--- src/verilog/led_mode_cfg.svh ---
`ifndef LED_MODE_CFG_SVH
`define LED_MODE_CFG_SVH

// ----------------------------------------
// Timing and sizes
// ----------------------------------------
`define CLK_PERIOD_NS 5
`define STARTUP_TIME_NS 1000
`define STARTUP_CYCLES ((`STARTUP_TIME_NS + `CLK_PERIOD_NS - 1) / `CLK_PERIOD_NS)
`define SS_TIME_US_PER_STEP 10
`define SS_CYCLES_PER_STEP ((`SS_TIME_US_PER_STEP * 1000) / `CLK_PERIOD_NS)
`define TO_TIME_US_PER_STEP 10
`define TO_CYCLES_PER_STEP ((`TO_TIME_US_PER_STEP * 1000) / `CLK_PERIOD_NS)
`define NVM_WORDS 10
`define NVM_AW 4
`define ISET_W 10
`define SS_SEL_W 4
`define TO_SEL_W 8
`define CNT_W 24
`define NVM_PROG_TIME_MS 200
`define NVM_PROG_CYCLES ((`NVM_PROG_TIME_MS * 1000000) / `CLK_PERIOD_NS)

`endif

--- src/verilog/led_mode_pkg.sv ---
package led_mode_pkg;

  typedef enum logic [2:0] {
    MODE_SHUTDOWN,
    MODE_STARTUP,
    MODE_STANDBY,
    MODE_SOFT_START,
    MODE_NORMAL
  } mode_e;

  typedef enum logic [1:0] {
    CH_NONE,
    CH_RED,
    CH_GREEN,
    CH_BLUE
  } chan_e;

  typedef struct packed {
    logic red;
    logic green;
    logic blue;
  } colour_en_s;

  typedef struct packed {
    logic [9:0] red;
    logic [9:0] green;
    logic [9:0] blue;
  } iset_s;

endpackage

--- src/verilog/nvm_store.sv ---
`timescale 1ns/100ps
`include "led_mode_cfg.svh"

module nvm_store (
  input wire logic clk,
  input wire logic we,
  input wire logic [`NVM_AW-1:0] waddr,
  input wire logic [9:0] wdata,
  input wire logic [`NVM_AW-1:0] raddr,
  output logic [9:0] rdata
);

  // ----------------------------------------
  // Stored words, registered read
  // ----------------------------------------
  logic [9:0] mem [0:`NVM_WORDS-1];

  always_ff @(posedge clk) begin
    if (we) begin
      mem[waddr] <= wdata;
    end
  end

  always_ff @(posedge clk) begin
    rdata <= mem[raddr];
  end

endmodule

--- src/verilog/sequential_led_mode_controller.sv ---
`timescale 1ns/100ps
`include "led_mode_cfg.svh"

// What this block does
// - Global enable low or power-on reset forces and holds shutdown.
// - Power-on reset asserted at power-up and on low supply.
// - In shutdown all internal functions are disabled.
// - Enable high runs startup: reference, oscillator up, stored values loaded.
// - After startup enter standby: support on, converter and drivers off.
// - Standby accepts register writes, effective immediately.
// - Nonvolatile programming allowed only in standby.
// - Standby goes to soft start while any colour enable is high, over-temperature is clear and no NVM programming runs.
// - Soft start ramps converter in reduced current for programmed time.
// - Soft-start duration is software programmable.
// - Normal mode: converter and drivers active, timing by colour enables.
// - All colour enables low for timeout period returns to standby.
// - Over-temperature stops operation, holds standby until it clears.
// - At most one driver conducts at any instant.
// - Driver currents from registers, storable in nonvolatile memory.
// - Second colour waits until the active colour enable falls.
// - On release with several requests, pick red, then green, then blue.

module sequential_led_mode_controller (
  input wire logic clk,
  input wire logic rst,
  input wire logic por,
  input wire logic global_en,
  input wire led_mode_pkg::colour_en_s colour_en,
  input wire logic over_temperature_trip,
  input wire logic cfg_we,
  input wire led_mode_pkg::iset_s cfg_iset,
  input wire logic [`SS_SEL_W-1:0] cfg_soft_start,
  input wire logic [`TO_SEL_W-1:0] cfg_timeout,
  input wire logic nvm_prog_req,
  output led_mode_pkg::mode_e mode,
  output logic support_on,
  output logic converter_on,
  output logic converter_low_current,
  output led_mode_pkg::colour_en_s driver_on,
  output led_mode_pkg::iset_s iset,
  output logic [`SS_SEL_W-1:0] soft_start_sel,
  output logic [`TO_SEL_W-1:0] timeout_sel,
  output logic nvm_busy,
  output logic nvm_ready
);

  // ----------------------------------------
  // Functions
  // ----------------------------------------
  function automatic led_mode_pkg::chan_e pick(
    input led_mode_pkg::colour_en_s en);
    if (en.red) begin
      pick = led_mode_pkg::CH_RED;
    end else if (en.green) begin
      pick = led_mode_pkg::CH_GREEN;
    end else if (en.blue) begin
      pick = led_mode_pkg::CH_BLUE;
    end else begin
      pick = led_mode_pkg::CH_NONE;
    end
  endfunction

  function automatic logic still_on(input led_mode_pkg::chan_e c,
    input led_mode_pkg::colour_en_s en);
    case (c)
      led_mode_pkg::CH_RED: still_on = en.red;
      led_mode_pkg::CH_GREEN: still_on = en.green;
      led_mode_pkg::CH_BLUE: still_on = en.blue;
      default: still_on = 1'b0;
    endcase
  endfunction

  // ----------------------------------------
  // Input synchronisers
  // ----------------------------------------
  logic [3:0] sync1_q;
  logic [3:0] sync2_q;
  logic g_en;
  led_mode_pkg::colour_en_s c_en;
  logic any_en;
  logic off_req;

  always_ff @(posedge clk) begin
    if (rst) begin
      sync1_q <= 4'h0;
      sync2_q <= 4'h0;
    end else begin
      sync1_q <= {global_en, colour_en};
      sync2_q <= sync1_q;
    end
  end

  assign g_en = sync2_q[3];
  assign c_en = sync2_q[2:0];
  assign any_en = |sync2_q[2:0];
  assign off_req = rst | por | ~g_en;

  // ----------------------------------------
  // Mode state machine
  // ----------------------------------------
  localparam int STARTUP_N = `STARTUP_CYCLES;
  localparam int SS_STEP_N = `SS_CYCLES_PER_STEP;
  localparam int TO_STEP_N = `TO_CYCLES_PER_STEP;

  led_mode_pkg::mode_e mode_q;
  logic [`CNT_W-1:0] cnt_q;
  logic load_done_q;
  logic [`NVM_AW-1:0] load_idx_q;

  always_ff @(posedge clk) begin
    if (off_req) begin
      mode_q <= led_mode_pkg::MODE_SHUTDOWN;
      cnt_q <= '0;
    end else begin
      case (mode_q)
        led_mode_pkg::MODE_SHUTDOWN: begin
          mode_q <= led_mode_pkg::MODE_STARTUP;
          cnt_q <= '0;
        end
        led_mode_pkg::MODE_STARTUP: begin
          if (cnt_q < `CNT_W'(STARTUP_N)) begin
            cnt_q <= cnt_q + 1'b1;
          end else if (load_done_q) begin
            mode_q <= led_mode_pkg::MODE_STANDBY;
            cnt_q <= '0;
          end
        end
        led_mode_pkg::MODE_STANDBY: begin
          cnt_q <= '0;
          if (any_en && !over_temperature_trip && !nvm_busy) begin
            mode_q <= led_mode_pkg::MODE_SOFT_START;
          end
        end
        led_mode_pkg::MODE_SOFT_START: begin
          if (over_temperature_trip) begin
            mode_q <= led_mode_pkg::MODE_STANDBY;
            cnt_q <= '0;
          end else if (cnt_q >= `CNT_W'(SS_STEP_N) *
                       `CNT_W'({1'b0, soft_start_sel} + 1'b1)) begin
            mode_q <= led_mode_pkg::MODE_NORMAL;
            cnt_q <= '0;
          end else begin
            cnt_q <= cnt_q + 1'b1;
          end
        end
        led_mode_pkg::MODE_NORMAL: begin
          if (over_temperature_trip) begin
            mode_q <= led_mode_pkg::MODE_STANDBY;
            cnt_q <= '0;
          end else if (any_en) begin
            cnt_q <= '0;
          end else if (cnt_q >= `CNT_W'(TO_STEP_N) *
                       `CNT_W'({1'b0, timeout_sel} + 1'b1)) begin
            mode_q <= led_mode_pkg::MODE_STANDBY;
            cnt_q <= '0;
          end else begin
            cnt_q <= cnt_q + 1'b1;
          end
        end
        default: begin
          mode_q <= led_mode_pkg::MODE_SHUTDOWN;
          cnt_q <= '0;
        end
      endcase
    end
  end

  // ----------------------------------------
  // Channel arbiter
  // ----------------------------------------
  led_mode_pkg::chan_e chan_q;

  always_ff @(posedge clk) begin
    if (off_req || mode_q != led_mode_pkg::MODE_NORMAL ||
        over_temperature_trip) begin
      chan_q <= led_mode_pkg::CH_NONE;
    end else if (!still_on(chan_q, c_en)) begin
      chan_q <= pick(c_en);
    end
  end

  // ----------------------------------------
  // Configuration and nonvolatile store
  // ----------------------------------------
  logic nvm_we;
  logic [`NVM_AW-1:0] nvm_waddr;
  logic [9:0] nvm_wdata;
  logic [9:0] nvm_rdata;
  logic [`CNT_W+4:0] prog_cnt_q;
  logic [`NVM_AW-1:0] prog_idx_q;
  logic in_standby;

  assign in_standby = mode_q == led_mode_pkg::MODE_STANDBY;

  nvm_store u_nvm (
    .clk(clk),
    .we(nvm_we),
    .waddr(nvm_waddr),
    .wdata(nvm_wdata),
    .raddr(load_idx_q),
    .rdata(nvm_rdata)
  );

  always_comb begin
    nvm_we = nvm_busy && prog_idx_q < 4'h5;
    nvm_waddr = prog_idx_q;
    case (prog_idx_q)
      4'h0: nvm_wdata = iset.red;
      4'h1: nvm_wdata = iset.green;
      4'h2: nvm_wdata = iset.blue;
      4'h3: nvm_wdata = {6'h00, soft_start_sel};
      4'h4: nvm_wdata = {2'h0, timeout_sel};
      default: nvm_wdata = 10'h000;
    endcase
  end

  // Program sequence, standby only
  always_ff @(posedge clk) begin
    if (off_req) begin
      nvm_busy <= 1'b0;
      nvm_ready <= 1'b0;
      prog_idx_q <= 4'h0;
      prog_cnt_q <= '0;
    end else if (!nvm_busy) begin
      if (nvm_prog_req && in_standby) begin
        nvm_busy <= 1'b1;
        nvm_ready <= 1'b0;
        prog_idx_q <= 4'h0;
        prog_cnt_q <= '0;
      end
    end else begin
      if (prog_idx_q < 4'h5) begin
        prog_idx_q <= prog_idx_q + 1'b1;
      end
      if (prog_cnt_q >= (`CNT_W+5)'(`NVM_PROG_CYCLES)) begin
        nvm_busy <= 1'b0;
        nvm_ready <= 1'b1;
      end else begin
        prog_cnt_q <= prog_cnt_q + 1'b1;
      end
    end
  end

  // Startup load and register writes
  always_ff @(posedge clk) begin
    if (off_req || mode_q == led_mode_pkg::MODE_SHUTDOWN) begin
      load_idx_q <= 4'h0;
      load_done_q <= 1'b0;
      iset <= '0;
      soft_start_sel <= '0;
      timeout_sel <= '0;
    end else if (mode_q == led_mode_pkg::MODE_STARTUP) begin
      if (!load_done_q) begin
        load_idx_q <= load_idx_q + 1'b1;
        case (load_idx_q)
          4'h1: iset.red <= nvm_rdata;
          4'h2: iset.green <= nvm_rdata;
          4'h3: iset.blue <= nvm_rdata;
          4'h4: soft_start_sel <= nvm_rdata[`SS_SEL_W-1:0];
          4'h5: begin
            timeout_sel <= nvm_rdata[`TO_SEL_W-1:0];
            load_done_q <= 1'b1;
          end
          default: ;
        endcase
      end
    end else if (cfg_we && !nvm_busy) begin
      iset <= cfg_iset;
      soft_start_sel <= cfg_soft_start;
      timeout_sel <= cfg_timeout;
    end
  end

  // ----------------------------------------
  // Registered outputs
  // ----------------------------------------
  always_ff @(posedge clk) begin
    if (off_req) begin
      mode <= led_mode_pkg::MODE_SHUTDOWN;
      support_on <= 1'b0;
      converter_on <= 1'b0;
      converter_low_current <= 1'b0;
      driver_on <= '0;
    end else begin
      mode <= mode_q;
      support_on <= mode_q != led_mode_pkg::MODE_SHUTDOWN;
      converter_on <= mode_q == led_mode_pkg::MODE_SOFT_START ||
                      mode_q == led_mode_pkg::MODE_NORMAL;
      converter_low_current <= mode_q == led_mode_pkg::MODE_SOFT_START;
      driver_on.red <= chan_q == led_mode_pkg::CH_RED;
      driver_on.green <= chan_q == led_mode_pkg::CH_GREEN;
      driver_on.blue <= chan_q == led_mode_pkg::CH_BLUE;
    end
  end

endmodule
--- config.mk ---
export PLATFORM = sky130hd
export DESIGN_NAME = sequential_led_mode_controller
export DESIGN_NICKNAME = d
export VERILOG_FILES = /design/src/verilog/led_mode_pkg.sv /design/src/verilog/nvm_store.sv /design/src/verilog/sequential_led_mode_controller.sv
export VERILOG_INCLUDE_DIRS = /design/src /design/src/verilog
export SDC_FILE = /design/constraint.sdc
export NUM_CORES = 1
export LEC_CHECK = 0
export BUFFER_PORTS_ARGS = -buffer_cell sky130_fd_sc_hd__buf_2
export CAP_MARGIN = 20
export CORE_ASPECT_RATIO = 0.7
export CORE_UTILIZATION = 60
export CTS_CLUSTER_DIAMETER = 60
export CTS_CLUSTER_SIZE = 14
export DETAILED_ROUTE_END_ITERATION = 12
export PLACE_DENSITY = 0.85
export RECOVER_POWER = 25
export SLEW_MARGIN = 15
export SYNTH_ARGS = -nofsm -noshare
export SYNTH_HDL_FRONTEND = slang
export SYNTH_SLANG_ARGS = --single-unit
export TNS_END_PERCENT = 1
--- constraint.sdc ---
create_clock -name clk -period 8.2 [get_ports clk]
set_input_delay 0.82 -clock clk [delete_from_list [all_inputs] [get_ports clk]]
set_output_delay 0.82 -clock clk [all_outputs]
set_load 0.03 [all_outputs]
### After elaboration in Yosys (flattened, before gate mapping)

Memories as Yosys holds them, arrays and structs flattened. A register that Yosys moved wholly into a read port is not among the register bits.
Index checks and enable logic that the tools add are counted.

* register bits: 128
* bits in writable memories: 100
* input bits: 52
* output and inout bits: 53
* logic and storage cells: 154
* memories: 1

* add/sub/neg operators: 6
* $mul: 2
* $lt $le $gt $ge: 5
* equality and inequality tests: 33
* multiplexer cells: 53
* bitwise logic cells: 4
* reductions and logical operators: 27

Memories
* u_nvm.mem: depth 10, width 10, read ports 1, clocked after memory_dff 1, write ports 1, RTL line nvm_store.sv:16 `` logic [9:0] mem [0:`NVM_WORDS-1]; ``

Operator list (number)
* $mux W24: 7
* $mux W30: 3
* $mux W29: 3
* $pmux W24 S3: 1
* $pmux W10 S5: 1
* $mux W8: 4
* $mux W10: 3
* $add A29 B1 Y29 const B: 1
* $ge A29 B26 Y1 const B: 1
* $mux W4: 7
* $add A24 B1 Y24 const B: 1
* $ge A24 B16 Y1: 1
* $ge A24 B20 Y1: 1
* $lt A24 B8 Y1 const B: 1
* $mux W3: 8
* $eq A4 B2 Y1 const B: 4
* $mul A7 B9 Y16 const A: 1
* $ne A2 B1 Y1 const B: 8
* $ne A3 B3 Y1 const B: 5
* $pmux W3 S5: 1
* $reduce_and A3 Y1: 5
* $eq A4 B3 Y1 const B: 3
* $mul A7 B5 Y12 const A: 1
* $mux W1: 11
* 25 further kinds: 48

### Logic depth before layout (Yosys ltp)

Gate-level depths: netlist of the first run.

* word-level depth: 7
* gate-level depth with buffers: 28

### Hierarchy

From an unflattened synthesis of the first run, not the netlist that was laid out.

* cell total of the unflattened synthesis: 1294
* area, all modules: 13247.7 sq um

Modules (own cells, without submodules)
* sequential_led_mode_controller: times used 1, cells an instance 1064, area an instance 8999.9 sq um
* nvm_store: times used 1, cells an instance 230, area an instance 4247.8 sq um

### Least setup slack after synthesis of the first run

Ideal clock, no wire load.

* kind: register -> register
* from: register timeout_sel[0]
* to: register cnt_q[2]
* arrival time: 6.051 ns
* data required time: 8.140 ns
* slack: 2.088 ns
* stages on the path, launching flop included: 26
* path buffers: 2
* cells stage by stage: dfxtp_1 > clkbuf_1 > nand3_1 > xnor2_1 > inv_1 > fa_1 > fa_1 > inv_1 > fa_1 > ha_1 > ha_1 > inv_1 > o21ai_0 > a21boi_0 > a41oi_1 > a21oi_1 > xnor2_1 > ha_1 > a21oi_1 > o2111ai_1 > nor3_1 > o31ai_1 > a21boi_1 > buf_2 > o221ai_1 > nand2_1

* word-level cells in the longest chain between the ends: 7

RTL lines
* start, declared: RTL line sequential_led_mode_controller.sv:42 `` output logic [`TO_SEL_W-1:0] timeout_sel, ``
* start signal, assigned: RTL line sequential_led_mode_controller.sv:261 `` timeout_sel <= nvm_rdata[`TO_SEL_W-1:0]; ``
* start signal, assigned: RTL line sequential_led_mode_controller.sv:270 `timeout_sel <= cfg_timeout;`
* $add A8 B1 Y9: RTL line sequential_led_mode_controller.sv:153 `` `CNT_W'({1'b0, timeout_sel} + 1'b1)) begin ``
* $mul A7 B9 Y16 (no line)
* $ge A24 B20 Y1: RTL line sequential_led_mode_controller.sv:152 `` end else if (cnt_q >= `CNT_W'(TO_STEP_N) * ``
* $mux W24: RTL line sequential_led_mode_controller.sv:152
* $mux W24: RTL line sequential_led_mode_controller.sv:150 `end else if (any_en) begin`
* $mux W24: RTL line sequential_led_mode_controller.sv:147 `if (over_temperature_trip) begin`
* $pmux W24 S3: RTL line sequential_led_mode_controller.sv:115 `case (mode_q)`
* end signal, assigned: RTL line sequential_led_mode_controller.sv:122 `cnt_q <= cnt_q + 1'b1;`
* end signal, assigned: RTL line sequential_led_mode_controller.sv:143 `cnt_q <= cnt_q + 1'b1;`
* end signal, assigned: RTL line sequential_led_mode_controller.sv:157 `cnt_q <= cnt_q + 1'b1;`
* end, declared: RTL line sequential_led_mode_controller.sv:106 `` logic [`CNT_W-1:0] cnt_q; ``

No other way between the ends.
A chain may end at the register's enable or synchronous reset.

### Worst setup path in the final report of the first run

* from: register timeout_sel[0]
* to: register cnt_q[13]

The elaborated chain is that of the path after synthesis.

==> results.tsv, run 1 <==
stage	metric	value	unit
outcome	status	complete, but fails checks	
outcome	failing checks	capacitance limit, slew limit	
critical_path	worst setup path startpoint	timeout_sel[0]	
place	Detail Placement HPWL	22300	um
critical_path	FF-to-FF Start	timeout_sel[0]	
place	Post-Place Setup Slack	1.12	ns
synth	Mapped Area	13100	um^2
drt	drt via density	6.11	
sta	worst setup margin	1.04	ns
hold_path	hold crit path type	flip-flop to flip-flop	
critical_path	crit path DAT	7.58	ns
drt	Routed Antenna Nets	0	
place	Routability Congestion	0.966	
floorplan	Ports	105	
synth	top_reg_cell synth	dfxtp_1	
drt	final WL	31300	um
final_layout	nets	1553	
drt	drc violations	0	
global_routing	largest net degree at the start of global routing	49	
sta	Total Neg Setup Slack	0	ns
synth	Mapped Cells	1271	
critical_path	crit path kind	flip-flop to flip-flop	
critical_path	flop-to-flop setup slack	1.04	ns
critical_path	critical path endpoint category	flip-flop	
synth	sequential cell area fraction in the yosys report	44.2	%
clock_tree	CTS tree	yes	
clock_tree	Worst-path clk slew	0.07	ns
critical_path	max incr delay on CP	0.61	ns
clock_tree	Clock Tree Buf Depth	3	
clock_tree	Clock Sinks	238	
critical_path	critical-path cell list	ha_1 > nand3_1 > xor2_1 > inv_1 > xnor2_1 > fa_1 > fa_1 > fa_1 > inv_1 > ha_1 > o21a_1 > o21ai_0 > a21boi_0 > a41oi_1 > a21oi_1 > xnor2_1 > ha_1 > a21oi_1 > o2111ai_1 > nor3_1 > o31ai_1 > a21boi_1 > o31ai_2 > o21ai_0	
sta	Slew Limit Headroom	-51.4	%
power_and_ir_drop	pwr dens	154	nW/um^2
final_layout	layout cell share with drive strength beyond 1	9.12	%
sta	RSZ-0062 raised after global routing	false	
sta	final setup vio count	0	
critical_path	critical path's slowest cell	a21boi_1	
hold_path	Hold Crit Start	sync1_q[0]	
floorplan	area of the die	22400	um^2
clock_tree	Post-CTS Resized	0	
global_routing	gr ovfl total	0	
critical_path	Critical Path RT	8.62	ns
drt	Vias	10124	
synth	Post-synth EDFFs	100	
critical_path	startpoint types	flip-flop	
synth	Async SR Flop Fraction	0	%
floorplan	starting density of the core	62.1	%
drt	Avg WL per Cell	18.9	um
sta	Final Skew	0.0146	ns
clock_tree	htree depth	1	
global_routing	first-pass GRT wire length	50500	um
global_routing	initial antenna violation count	0	
clock_tree	CTS buffer count	21	
drt	DRT iter0 DRCs	1076	
clock_tree	clock latency on the worst-skew pair	0.51	ns
sta	worst slew pin tran	2.27	ns
synth	Syn. warnings	0	
power_and_ir_drop	P_leak	5.92	nW
clock_tree	Root Buffer	clkbuf_16	
power_and_ir_drop	VDD IR max	0.133	mV
sta	hold slack	0.445	ns
place	IO Port Bufs	104	
flow_run	Max Cap Viol	1	
sta	fin. max-slew vios	49	
final_layout	ANT cells	0	
floorplan	Die Span Y	125	um
floorplan	row count	44	
synth	syn avg cell area	10.3	um^2
clock_tree	number of hold buffers added after CTS	0	
global_routing	gr usage total	28.5	%
floorplan	Chip Width	178	um
final_layout	area delta synth->final	10.2	%
sta	Tcrit/Tclk final	87.3	%
sta	final hold violation count	0	
synth	Synth cell types	66	
final_layout	FILL cells	1582	
floorplan	core area	21000	um^2
sta	Peak Freq	140	MHz
clock_tree	Setup Buffers After CTS	0	
synth	synthesized flop and latch total	238	
sta	minimum clock period after layout	7.16	ns
critical_path	Crit Path Max Fanout	11	
global_routing	vias in the first global route	10065	
drt	1st-pass router iterations	5	
[worst paths after layout]
kind / end / depth (start not counted)
worst max-delay path: cnt_q[13] / 24
worst min-delay path: sync2_q[0] / 1
worst max register to register: cnt_q[13] / 24
worst min register to register: sync2_q[0] / 1
[Yosys cell counts (32+ instances only)]
cell / instances / area share, %
nor2_1: 124 / 3.6
clkbuf_1: 41 / 1.2
fa_1: 32 / 4.9
ha_1: 100 / 9.6
edfxtp_1: 100 / 23
nand2_1: 85 / 2.4
a21oi_1: 81 / 3.1
a211oi_1: 55 / 3.2
dfxtp_1: 138 / 21
inv_1: 91 / 2.6
xnor2_1: 51 / 3.4
nor3_1: 34 / 1.3
[worst max-delay path: cells and delay by family, from the launching register on]
kind	cells	cell delay, ns
AOI/OAI and AO/OA	11	2.59
adders and majority gates	6	2.46
xor gates and xnor gates	3	0.89
DFF	1	0.56
and+or+nand+nor	2	0.33
buffers and inverters	2	0.22
[sequential cells by signal, indices dropped and copies added, names as in the netlist]
register / cells
converter_low_current: 1
soft_start_sel: 4
mode_q: 3
sync2_q: 4
prog_cnt_q: 29
cnt_q: 24
nvm_ready: 1
timeout_sel: 8
nvm_busy: 1
load_done_q: 1
mode: 3
support_on: 1
u_nvm.rdata: 10
chan_q: 2
load_idx_q: 4
u_nvm.mem: 100
nvm_waddr: 4
driver_on: 3
converter_on: 1
sync1_q: 4
iset: 30
[cells in the final DEF (no fill, tap or decap), drive strengths merged, types with 32 or more instances in the layout]
cell    instances
nand2          85
dfxtp         138
xnor2          51
edfxtp        100
nor2          124
clkbuf         73
inv            93
nor3           34
a211oi         55
buf            68
a21oi          81
ha            100
fa             32
[logic make-up (layout without fill, tap and decap cells)]
kind of cell	Yosys count	after routing	synth area share (%)
and+or+nand+nor	403	403	15.1
AOI/OAI and AO/OA	247	247	12.6
DFF	238	238	44.2
buffers and inverters	145	236	4.24
adders and majority gates	133	133	14.6
xor gates and xnor gates	70	70	4.70
muxes	34	34	4.54
other	1	20	0.0287
[power by group]
part,internal [W],switching (W)
Sequential,0.00123,0.00000217
Combinational,0.0000201,0.0000315
Clock,0.000509,0.000430
Total,0.00176,0.000463
[cell type report]
cell class                      count  area [um^2]  area share, %
Inverter                           91          342           2.37
Clock inverter                      4         52.6          0.365
Sequential cell                   238         5770           40.1
Tap cell                          276          345           2.40
Clock buffer                       31          563           3.91
Multi-Input combinational cell    907         6810           47.3
Timing Repair Buffer              110          508           3.53
[per-stage QoR]
| step | util [%] | instance area (um^2) | cells | power [W] |
|---|---|---|---|---|
| global placement | 65.8 | 13800 | 1622 | 0.00131 |
| finish | 68.4 | 14400 | 1657 | 0.00222 |
| detailed placement | 65.8 | 13800 | 1622 | 0.00131 |
| CTS | 68.7 | 14400 | 1657 | 0.00223 |
| global route | 68.4 | 14400 | 1657 | 0.00229 |
| floorplan | - | 13100 | 1290 | 0.00129 |
[per-layer routing]
layer  part of all wire, %  up-vias  global-route usage (%)  wire length (um)
li1                      -     4727                       -                 -
met1                    42     4834                    39.2             13200
met2                    45      482                    44.4             14000
met3                    11       81                    7.24              3370
met4                   2.4        0                    8.72               750
met5                     0        -                       0                 0
(Power assumes the default switching activity.)
==> inputs of run 2 (changes only) <==
--- a/config.mk
+++ b/config.mk
@@ -6,6 +6,7 @@
 export SDC_FILE = /design/constraint.sdc
 export NUM_CORES = 1
 export LEC_CHECK = 0
+export ABC_AREA = 1
 export BUFFER_PORTS_ARGS = -buffer_cell sky130_fd_sc_hd__buf_2
 export CAP_MARGIN = 20
 export CORE_ASPECT_RATIO = 0.7
==> results.tsv, run 2 <==
stage	metric	value	unit
outcome	status	complete, but fails checks	
outcome	failing checks	capacitance limit, slew limit	
synth	synthesized flop and latch total	238	
drt	drc violations	0	
power_and_ir_drop	Logic pwr share	2.4	%
critical_path	crit path DAT	6.92	ns
synth	top cells by area, synth	edfxtp_1 21%, dfxtp_1 20%, ha_1 8.9%	
place	Detail Placement HPWL	26100	um
final_layout	Largest register FFs	100	
global_routing	vias in the first global route	11225	
clock_tree	CTS tree	yes	
clock_tree	Root Buffer	clkbuf_16	
power_and_ir_drop	P_leak	6.52	nW
power_and_ir_drop	switching power	0.000478	W
power_and_ir_drop	Clock power frac	41.7	%
critical_path	FF-to-FF Start	timeout_sel[1]	
floorplan	core area	22700	um^2
critical_path	Crit Path Max Fanout	20	
critical_path	crit path kind	flip-flop to flip-flop	
synth	sequential cell area fraction in the yosys report	41.2	%
synth	commonest cells in the synthesized netlist	325 x nand2_1, 188 x nor2_1, 179 x inv_1, 138 x dfxtp_1	
global_routing	M3 GR Usage	6.73	%
global_routing	first-pass GRT wire length	57300	um
sta	fin. max-slew vios	176	
synth	Mapped Cells	1693	
place	Post-Place Setup Slack	1.81	ns
clock_tree	Post-CTS Resized	0	
final_layout	layout cell share with drive strength beyond 1	7.17	%
place	IO Port Bufs	104	
floorplan	Ports	105	
synth	top cell type's share of synthesized area	21.5	%
sta	worst setup margin	1.53	ns
sta	Slew Limit Headroom	-108	%
drt	drt via density	5.82	
synth	Synth cell types	56	
critical_path	Critical Path RT	8.45	ns
final_layout	commonest non-fill, non-tap cells in the layout	324 x nand2_1, 188 x nor2_1, 179 x inv_1	
drt	Routed Antenna Nets	0	
floorplan	row count	46	
power_and_ir_drop	Seq pwr share	55.9	%
floorplan	Die Span Y	130	um
hold_path	Hold Crit Start	sync1_q[2]	
synth	syn avg cell area	8.26	um^2
sta	Total Neg Setup Slack	0	ns
synth	Synth area leader	edfxtp_1	
final_layout	most flop-heavy register	u_nvm.mem	
critical_path	max incr delay on CP	0.52	ns
clock_tree	Clock Sinks	238	
place	Routability Congestion	0.942	
sta	minimum clock period after layout	6.67	ns
sta	RSZ-0062 raised after global routing	false	
final_layout	leading cell type in the layout, fill and taps excluded	nand2_1	
critical_path	worst r2r path cells	26	
critical_path	critical path's slowest cell	dfxtp_1	
power_and_ir_drop	pwr dens	144	nW/um^2
power_and_ir_drop	VDD IR max	0.142	mV
clock_tree	Worst-path clk slew	0.07	ns
critical_path	startpoint types	flip-flop	
synth	top-count cell post-synth	nand2_1	
clock_tree	htree depth	1	
global_routing	M1 GR Usage	43.1	%
synth	Mapped Area	14000	um^2
clock_tree	Setup Buffers After CTS	0	
flow_run	Max Cap Viol	3	
sta	final hold violation count	0	
synth	Post-synth EDFFs	100	
power_and_ir_drop	sw frac	21.7	%
global_routing	largest net degree at the start of global routing	66	
critical_path	critical path endpoint category	flip-flop	
floorplan	Chip Width	185	um
global_routing	initial antenna violation count	2	
critical_path	reg2reg end	cnt_q[19]	
sta	Peak Freq	150	MHz
sta	Final Skew	0.0109	ns
synth	Async SR Flop Fraction	0	%
global_routing	GRT met2 Usage	46.8	%
floorplan	starting density of the core	61.5	%
global_routing	gr ovfl total	0	
clock_tree	CTS buffer count	21	
synth	top_reg_cell synth	dfxtp_1	
critical_path	flop-to-flop setup slack	1.53	ns
clock_tree	number of hold buffers added after CTS	0	
final_layout	area delta synth->final	9.17	%
sta	final setup vio count	0	
floorplan	area of the die	23900	um^2
synth	Syn. warnings	0	
hold_path	Hold EP	sync2_q[2]	
power_and_ir_drop	Pint	0.00173	W
sta	worst slew pin tran	3.12	ns
final_layout	Largest regs	u_nvm.mem x100, iset x30, prog_cnt_q x29	
global_routing	gr busiest metal	met2	
final_layout	nets	1969	
sta	Tcrit/Tclk final	81.4	%
drt	Vias	12295	
drt	1st-pass router iterations	6	
drt	Avg WL per Cell	17.4	um
global_routing	gr usage total	30.5	%
clock_tree	clock latency on the worst-skew pair	0.52	ns
critical_path	Crit path top cell by count	inv_1	
hold_path	hold path depth	2	
hold_path	hold crit path type	flip-flop to flip-flop	
drt	final WL	36800	um
clock_tree	Clock Tree Buf Depth	3	
drt	DRT iter0 DRCs	1417	
## run 2: cell types whose count changed after synthesis, sizes merged, moves of 29 or more
cell,delta
a211oi,-54
a31oi,+40
inv,+95
nand2,+248
nand3,+66
nor2,+74
nor2b,-29
o21ai,+87
xnor2,-35
## run 2: worst max-delay path: cells and delay by family, from the launching register on
kind | cells | cell delay (ns)
flip-flops | 1 | 0.52
buffers and inverters | 5 | 0.62
AND/OR/NAND/NOR | 9 | 1.49
AO/OA/AOI/OAI | 3 | 0.54
XOR/XNOR | 2 | 0.51
adder cells (fa/ha/maj) | 7 | 2.73
## run 2: area by class of cell
class / instances / area (um^2)
Fill cell: 1845 / 7460
Antenna cell: 1 / 2.50
Sequential cell: 238 / 5770
Multi-Input combinational cell: 1220 / 7270
Tap cell: 312 / 390
Clock buffer: 32 / 567
Clock inverter: 4 / 30.0
Timing Repair Buffer: 117 / 544
Inverter: 187 / 704
## run 2: metal layers
metal	up-vias	share of wire, %
met5	-	0.038
met4	2	2.8
met3	87	11
met2	614	44
met1	5762	43
li1	5830	-
## run 2: worst max-delay path by stage
stage | startpoint | end | depth (start not counted)
6_report | timeout_sel[1] | cnt_q[19] | 26
5_1_grt | timeout_sel[1] | cnt_q[3] | 27
4_1_cts | timeout_sel[1] | cnt_q[18] | 26
3_3_place_gp | timeout_sel[1] | cnt_q[18] | 27
2_1_floorplan | timeout_sel[0] | cnt_q[18] | 28
3_5_place_dp | timeout_sel[0] | cnt_q[18] | 27
## run 2: stage by stage
step | util [%] | power [W] | std cells | area, um^2 | hold WS (ns)
after floorplan | - | 0.00129 | 1712 | 14100 | 0.388
after global placement | 64.8 | 0.00131 | 2071 | 14700 | 0.392
after detailed placement | 64.9 | 0.00131 | 2072 | 14800 | 0.392
after CTS | 67.5 | 0.00221 | 2108 | 15300 | 0.401
after global routing | 67.2 | 0.00225 | 2111 | 15300 | 0.426
final | 67.2 | 0.00220 | 2111 | 15300 | 0.401
## run 2: power groups by stage
stage	combinational [W]	sequential (W)	clock [W]
floorplan	0.0000284	0.00126	0
global placement	0.0000481	0.00126	0
detailed placement	0.0000494	0.00126	0
CTS	0.0000499	0.00123	0.000925
global route	0.0000558	0.00123	0.000964
finish	0.0000518	0.00123	0.000920
## run 2: kinds of logic after synthesis
logic type / count (synthesis) / share of synthesized area [%]
adders and majority gates: 132 / 13.5
buffers and inverters: 254 / 7.35
other: 1 / 0.0268
AOI/OAI and AO/OA: 307 / 12.3
DFF: 238 / 41.2
xor gates and xnor gates: 63 / 3.94
and+or+nand+nor: 698 / 21.6
